==> config.mk <==
export PLATFORM = sky130hd
export DESIGN_NAME = mtc_top
export DESIGN_NICKNAME = d
export VERILOG_FILES = /design/src/design/mtc_pkg.sv /design/src/design/mtc_top.sv
export VERILOG_INCLUDE_DIRS = /design/src /design/src/design
export SDC_FILE = /design/constraint.sdc
export NUM_CORES = 1
export LEC_CHECK = 0
export BUFFER_PORTS_ARGS = -buffer_cell sky130_fd_sc_hd__buf_2
export CAP_MARGIN = 20
export CORE_ASPECT_RATIO = 2
export CORE_UTILIZATION = 49
export CTS_BUF_LIST = sky130_fd_sc_hd__clkbuf_8
export DETAILED_ROUTE_END_ITERATION = 16
export GPL_ROUTABILITY_DRIVEN = 0
export PLACE_DENSITY = 0.83
export SKIP_CTS_REPAIR_TIMING = 1
export SLEW_MARGIN = 0
export SYNTH_ARGS = -nofsm -noshare
export SYNTH_HDL_FRONTEND = slang
export SYNTH_SLANG_ARGS = --single-unit
==> constraint.sdc <==
create_clock -name CLOCK_I -period 2.8 [get_ports CLOCK_I]
set_input_delay 0.14 -clock CLOCK_I [delete_from_list [all_inputs] [get_ports CLOCK_I]]
set_output_delay 0.14 -clock CLOCK_I [all_outputs]
set_load 0.1 [all_outputs]
==> src/design/mtc_params.svh <==
`ifndef MTC_PARAMS_SVH
`define MTC_PARAMS_SVH

// apb register byte offsets
`define MTC_OFS_CTRL       12'h000
`define MTC_OFS_INT_STATUS 12'h004
`define MTC_OFS_INT_MASK   12'h008
`define MTC_OFS_STATUS     12'h00c

// reset values
`define MTC_CTRL_RST       3'h0
`define MTC_INT_RST        2'h0

// field positions in the descriptor configuration word
`define MTC_CFG_REQ_BIT    15

// frame check sequence length in bytes
`define MTC_FCS_BYTES      3'h4

// timing
`define MTC_CLK_PERIOD_NS  8
`define MTC_DEFER_TIME_NS  3200000

`endif

==> src/design/mtc_pkg.sv <==
package mtc_pkg;

  // transmit control options, low bits of the control register
  typedef struct packed {
    logic deferral_timer_disable;
    logic late_collision_timer_start_select;
    logic fcs_suppress;
  } mtc_ctrl_s;

  // sticky event bits, shared layout of interrupt status and mask
  typedef struct packed {
    logic excessive_deferral_flag;
    logic programmable_tx_interrupt_flag;
  } mtc_irq_s;

  // decoded register selection
  typedef enum {
    MTC_SEL_CTRL,
    MTC_SEL_STATUS_INT,
    MTC_SEL_MASK,
    MTC_SEL_STATUS,
    MTC_SEL_NONE
  } mtc_sel_e;

endpackage

==> src/design/mtc_top.sv <==
// What this block does
// - descriptor read with interrupt request newly set sets programmable transmit interrupt flag
// - collision timer starts after delimiter when select is 0, first preamble bit when 1
// - fcs suppress 0 appends four byte check sequence, 1 sends without it
// - deferral timer disable 0 enables the deferral timer, 1 disables it
// - after 3.2 ms continuous deferral set flag, abort if timer enabled
//
// The register offsets and register access over APB were chosen for this implementation.
`include "mtc_params.svh"

module mtc_top
  import mtc_pkg::*;
#(
  parameter logic [23:0] DEFER_CYCLES =
    24'((`MTC_DEFER_TIME_NS + `MTC_CLK_PERIOD_NS - 1) / `MTC_CLK_PERIOD_NS)
) (
  input  wire logic        CLOCK_I,
  input  wire logic        NRST_I,
  input  wire logic        CE_I,
  input  wire logic        PSEL_I,
  input  wire logic        PENABLE_I,
  input  wire logic        PWRITE_I,
  input  wire logic [11:0] PADDR_I,
  input  wire logic [31:0] PWDATA_I,
  input  wire logic [3:0]  PSTRB_I,
  output logic             PREADY_O,
  output logic [31:0]      PRDATA_O,
  output logic             PSLVERR_O,
  input  wire logic        DESC_VALID_I,
  input  wire logic [15:0] DESC_CFG_I,
  input  wire logic        TX_PREAMBLE_START_I,
  input  wire logic        TX_SFD_END_I,
  input  wire logic        DEFERRING_I,
  output logic             COLL_TIMER_START_O,
  output logic             FCS_APPEND_O,
  output logic [2:0]       FCS_LEN_O,
  output logic             TX_ABORT_O,
  output logic             IRQ_O
);

  // address decode, used by both the read path and the write path
  function automatic mtc_sel_e mtc_decode(input logic [11:0] addr);
    mtc_sel_e sel;
    sel = MTC_SEL_NONE;
    if (addr == `MTC_OFS_CTRL) begin
      sel = MTC_SEL_CTRL;
    end else if (addr == `MTC_OFS_INT_STATUS) begin
      sel = MTC_SEL_STATUS_INT;
    end else if (addr == `MTC_OFS_INT_MASK) begin
      sel = MTC_SEL_MASK;
    end else if (addr == `MTC_OFS_STATUS) begin
      sel = MTC_SEL_STATUS;
    end
    return sel;
  endfunction

  mtc_ctrl_s   ctrl_reg;
  mtc_ctrl_s   ctrl_next;
  mtc_irq_s    status_reg;
  mtc_irq_s    status_next;
  mtc_irq_s    mask_reg;
  mtc_irq_s    mask_next;
  mtc_irq_s    event_set;
  mtc_irq_s    event_clr;
  logic        pready_reg;
  logic        pready_next;
  logic [31:0] prdata_reg;
  logic [31:0] prdata_next;
  logic        pslverr_reg;
  logic        pslverr_next;
  logic        held_req_reg;
  logic        held_req_next;
  logic [23:0] defer_cnt_reg;
  logic [23:0] defer_cnt_next;
  logic        coll_start_reg;
  logic        coll_start_next;
  logic        fcs_append_reg;
  logic        fcs_append_next;
  logic [2:0]  fcs_len_reg;
  logic [2:0]  fcs_len_next;
  logic        abort_reg;
  logic        abort_next;
  logic        irq_reg;
  logic        irq_next;
  logic        bus_write;
  logic        pti_event;
  logic        exd_event;
  mtc_sel_e    setup_sel;
  mtc_sel_e    access_sel;

  // a write lands only on the access edge where ready is already high
  assign bus_write  = PSEL_I & PENABLE_I & pready_reg & PWRITE_I;
  assign setup_sel  = mtc_decode(PADDR_I);
  assign access_sel = setup_sel;

  // a new request is one that rises against the held copy, so a request
  // left high across two descriptors raises nothing the second time
  assign pti_event = DESC_VALID_I & DESC_CFG_I[`MTC_CFG_REQ_BIT] & ~held_req_reg;

  // the deferral limit fires once per episode, the counter then saturates
  assign exd_event = DEFERRING_I & (defer_cnt_reg == DEFER_CYCLES - 24'h1);

  // apb slave: answer is prepared during setup, so an access whose setup is sampled with the clock enable high takes one cycle
  always_comb begin
    pready_next  = 1'b0;
    prdata_next  = prdata_reg;
    pslverr_next = 1'b0;
    if (PSEL_I & ~PENABLE_I) begin
      pready_next  = 1'b1;
      prdata_next  = 32'h0000_0000;
      pslverr_next = (setup_sel == MTC_SEL_NONE);
      if (!PWRITE_I) begin
        unique case (setup_sel)
          MTC_SEL_CTRL:       prdata_next = {29'h0, ctrl_reg};
          MTC_SEL_STATUS_INT: prdata_next = {30'h0, status_reg};
          MTC_SEL_MASK:       prdata_next = {30'h0, mask_reg};
          MTC_SEL_STATUS:     prdata_next = {30'h0, DEFERRING_I, held_req_reg};
          MTC_SEL_NONE:       prdata_next = 32'h0000_0000;
        endcase
      end
    end
  end

  // control and mask registers; only the low byte lane carries bits
  always_comb begin
    ctrl_next = ctrl_reg;
    mask_next = mask_reg;
    if (bus_write && PSTRB_I[0]) begin
      if (access_sel == MTC_SEL_CTRL) begin
        ctrl_next = mtc_ctrl_s'(PWDATA_I[2:0]);
      end
      if (access_sel == MTC_SEL_MASK) begin
        mask_next = mtc_irq_s'(PWDATA_I[1:0]);
      end
    end
  end

  // sticky status, write one to clear; a set in the same cycle wins
  always_comb begin
    event_set = '0;
    event_clr = '0;
    event_set.programmable_tx_interrupt_flag = pti_event;
    event_set.excessive_deferral_flag        = exd_event;
    if (bus_write && PSTRB_I[0] && access_sel == MTC_SEL_STATUS_INT) begin
      event_clr = mtc_irq_s'(PWDATA_I[1:0]);
    end
    status_next = (status_reg & ~event_clr) | event_set;
    irq_next    = |(status_next & mask_next);
  end

  // held copy of the descriptor request, refreshed on every descriptor read while the clock enable is high
  always_comb begin
    held_req_next = held_req_reg;
    if (DESC_VALID_I) begin
      held_req_next = DESC_CFG_I[`MTC_CFG_REQ_BIT];
    end
  end

  // deferral counter clears whenever deferral stops; the flag is always
  // reported, only the abort is gated by the disable bit
  always_comb begin
    defer_cnt_next = 24'h0;
    if (DEFERRING_I) begin
      defer_cnt_next = defer_cnt_reg;
      if (defer_cnt_reg != DEFER_CYCLES) begin
        defer_cnt_next = defer_cnt_reg + 24'h1;
      end
    end
    abort_next = exd_event & ~ctrl_reg.deferral_timer_disable;
  end

  // transmitter steering from the option bits
  always_comb begin
    coll_start_next = ctrl_reg.late_collision_timer_start_select ?
                      TX_PREAMBLE_START_I : TX_SFD_END_I;
    fcs_append_next = ~ctrl_reg.fcs_suppress;
    fcs_len_next    = ctrl_reg.fcs_suppress ? 3'h0 : `MTC_FCS_BYTES;
  end

  // all state freezes while the clock enable is low
  always_ff @(posedge CLOCK_I or negedge NRST_I) begin
    if (!NRST_I) begin
      ctrl_reg       <= mtc_ctrl_s'(`MTC_CTRL_RST);
      mask_reg       <= mtc_irq_s'(`MTC_INT_RST);
      status_reg     <= mtc_irq_s'(`MTC_INT_RST);
      pready_reg     <= 1'b0;
      prdata_reg     <= 32'h0000_0000;
      pslverr_reg    <= 1'b0;
      held_req_reg   <= 1'b0;
      defer_cnt_reg  <= 24'h0;
      coll_start_reg <= 1'b0;
      fcs_append_reg <= 1'b1;
      fcs_len_reg    <= `MTC_FCS_BYTES;
      abort_reg      <= 1'b0;
      irq_reg        <= 1'b0;
    end else if (CE_I) begin
      ctrl_reg       <= ctrl_next;
      mask_reg       <= mask_next;
      status_reg     <= status_next;
      pready_reg     <= pready_next;
      prdata_reg     <= prdata_next;
      pslverr_reg    <= pslverr_next;
      held_req_reg   <= held_req_next;
      defer_cnt_reg  <= defer_cnt_next;
      coll_start_reg <= coll_start_next;
      fcs_append_reg <= fcs_append_next;
      fcs_len_reg    <= fcs_len_next;
      abort_reg      <= abort_next;
      irq_reg        <= irq_next;
    end
  end

  assign PREADY_O           = pready_reg;
  assign PRDATA_O           = prdata_reg;
  assign PSLVERR_O          = pslverr_reg;
  assign COLL_TIMER_START_O = coll_start_reg;
  assign FCS_APPEND_O       = fcs_append_reg;
  assign FCS_LEN_O          = fcs_len_reg;
  assign TX_ABORT_O         = abort_reg;
  assign IRQ_O              = irq_reg;
endmodule

==> summary.md <==
| Metric | Value |
|---|---|
| Max reg flops | 24 |
| Switch share | 0.3612 |
| Unrepaired setup endpoints after global routing | false |
| Commonest non-fill, non-tap cell in the layout | dfrtp_1 |
| Met2 Wirelength | 3.210 mm |
| DRC | 0 |
| Dpl ws | 0.2846 ns |
| CP endpoint kind | flop |
| Worst Hold Slack | -0.02765 ns |
| DP Wirelength | 4.346 mm |
| Count of cell types in the netlist | 55 |
| Die height | 104.8 µm |
| Critical path type | flop to flop |
| Final setup viols | 0 |
| First-pass GRT wire length | 9.887 mm |
| Antenna violations before repair | 0 |
| Total number of vias | 2,233 |
| Adder-cell share of the synthesized area | 0.009671 |
| Antenna diodes | 0 |
| Mapped Avg Cell Area | 9.047 µm² |
| Sequential Power Share | 0.423 |
| I/O pin total | 115 |
| DR vias/cell | 5.815 |
| Die area | 5593 µm² |
| Multiplexer area fraction after synthesis | 0.02901 |
| Max_cap viols | 0 |
| Startpoint types | flop |
| Comb pwr share | 0.244 |
| Achievable Freq | 390.6 MHz |
| Post-synth EDFFs | 0 |
| Worst vdd ir | 0.3528 mV |
| Max-slew violation count | 0 |
| Largest net degree at the start of global routing | 42 |
| Hold/Removal Path Class | input port to asynchronous set/reset pin |
| TNS Setup | 0 ns |
| First-pass DRT Iterations | 4 |
| Post-synthesis xor/xnor area fraction | 0 |
| Failing checks | negative hold slack |
| Std cell rows | 37 |
| Chip Width | 53.39 µm |
| Routed met1 length | 2.168 mm |
| Sw power | 0.0005420 W |
| Layout fillers | 472 |
| Share of post-route cells with drive strength above 1 | 0.1994 |
| Crit share post-route | 0.9144 |
| Sequential element share of the synthesized area | 0.3970 |
| Seq cells post-synth | 41 |
| Vias in the first global route | 2,168 |
| Slew Limit Headroom | 0.3786 |
| CTS Buffer Depth | 2 |
| Iter 0 DRT Violations | 58 |
| Clock-pin slew on the worst setup and hold paths | 0.08 ns |
| Area Overhead vs Synth | 9.816% |
| Commonest cells after routing, fill and taps aside | dfrtp_1 (40), buf_2 (36), conb_1 (31) |
| Wire per inst | 15.24 µm |
| Max Used Layer | met4 |
| Final net count | 401 |
| Combinational family with the most area after synthesis | simple AND/OR/NAND/NOR gates |
| # H-tree levels | 2 |
| Crit path time final | 2.560 ns |
| Syn. warnings | 0 |
| Internal power | 0.0009587 W |
| TritonCTS clock tree | done |
| Worst Setup Slack, final | 0.2398 ns |
| Final Hold Viols | 40 |
| Starting density of the core | 0.5081 |
| Critical Path RT | 3.04 ns |
| All-Layer GR Usage | 0.2402 |
| Synthesized-area fraction occupied by and/or/nand/nor cells | 0.2162 |
| CTS root buf | clkbuf_8 |
| Clock Power Share | 0.334 |
| FF+latch area | 1027 µm² |
| Synth Area in Compound Gates | 0.2132 |
| Multi-input logic area | 1328 µm² |
| Clock sinks | 41 |
| LEAKAGE | 1.265 nW |
| Core area | 5092 µm² |
| Num CTS Buffers | 5 |
| Cell count after synthesis | 286 |
| Share of flip-flops with an asynchronous set or reset | 1.000 |
| Met3 wire length | 255 µm |
| Power per Cell Area | 528.2 nW/µm² |
| GRT overflow | 0 |
| Status | finished with violations |
| Crit path DAT | 2.80 ns |
| Worst-Margin Slew | 0.9321 ns |
| Port bufs | 36 |
| Final WL | 5.853 mm |
| Fin util | 0.5580 |
| Syn Std Cell Area | 2587 µm² |
| Clock latency at the later pin of the worst-skew pair | 0.30 ns |
| Max FO, Critical Path | 5 |
| Most used DFF post-synth | dfrtp_1 |
| Clock Skew | 0.002714 ns |
| Routed Antenna Nets | 0 |
==> critical path, stage by stage (launching register included) <==
cell     delay [ns]
dfrtp_1        0.43
or4_1          0.53
or4_4          0.57
or4b_4         0.52
a22oi_1        0.29
o22a_1         0.16
==> per-stage QoR <==
stage / power, W / instances / instance area [µm²] / hold slack, ns
floorplan: 0.0009780 / 316 / 2700 / -0.1556
global placement: 0.001007 / 376 / 2721 / 0.3204
detailed placement: 0.001012 / 376 / 2721 / 0.3332
CTS: 0.001518 / 384 / 2841 / 0.007911
global route: 0.001562 / 384 / 2841 / 0.04647
finish: 0.001501 / 384 / 2841 / -0.02765
==> cell families after synthesis <==
| family | after synthesis |
|---|---|
| fa+ha+maj | 2 |
| buf+inv | 54 |
| other cells | 1 |
| simple gates | 99 |
| mux | 7 |
| compound gates | 82 |
| flops | 41 |
==> Yosys cell counts, types with 5 or more instances <==
cell     number  area [µm²]
dfrtp_1      40        1001
inv_1        10       37.54
a31oi_1       6       37.54
buf_4        33       247.7
o31ai_1      13       97.59
nand4_1       6       37.54
o21ai_1      28       140.1
o21ai_0       6       30.03
a21oi_1       9       45.04
nand2_1      24       90.09
o41ai_1       5       43.79
nand3_1      13       65.06
nor2_1       15       56.30
==> power by group through the flow <==
stage	logic, W	registers, W	clock network (W)
final	0.000366	0.000634	0.000501
after global placement	0.000362	0.000645	0
after floorplan	0.000293	0.000685	0
after global routing	0.000386	0.000639	0.000537
after CTS	0.000366	0.000635	0.000517
after detailed placement	0.000366	0.000646	0
==> cell type report <==
| type | count | area share |
|---|---|---|
| clock inverter | 2 | 0.01321 |
| sequential | 41 | 0.3615 |
| timing repair buffer | 43 | 0.08631 |
| clock buffer | 6 | 0.02906 |
| tap | 58 | 0.02554 |
| inverter | 13 | 0.01717 |
| multi-input combinational | 221 | 0.4672 |
==> final timing paths <==
kind,from,end,slack [ns],cells after the start
max in group asynchronous,NRST_I,ctrl_reg[1]$_DFFE_PN0P_,2.24,1
max,defer_cnt_reg[19]$_DFFE_PN0P_,IRQ_O$_DFFE_PN0P_,0.24,5
min reg2reg,PRDATA_O[2]$_DFFE_PN0P_,PRDATA_O[2]$_DFFE_PN0P_,0.48,2
max reg2reg,defer_cnt_reg[19]$_DFFE_PN0P_,IRQ_O$_DFFE_PN0P_,0.24,5
min in group CLOCK_I,PWDATA_I[2],ctrl_reg[2]$_DFFE_PN0P_,0.07,2
min,NRST_I,defer_cnt_reg[22]$_DFFE_PN0P_,-0.03,1
==> layer usage <==
metal | vias up | GRT usage
li1 | 1072 | -
met1 | 1063 | 0.2623
met2 | 82 | 0.4089
met3 | 16 | 0.03202
met4 | 0 | 0.1504
met5 | - | 0
Power figures use the tool's default switching activity.
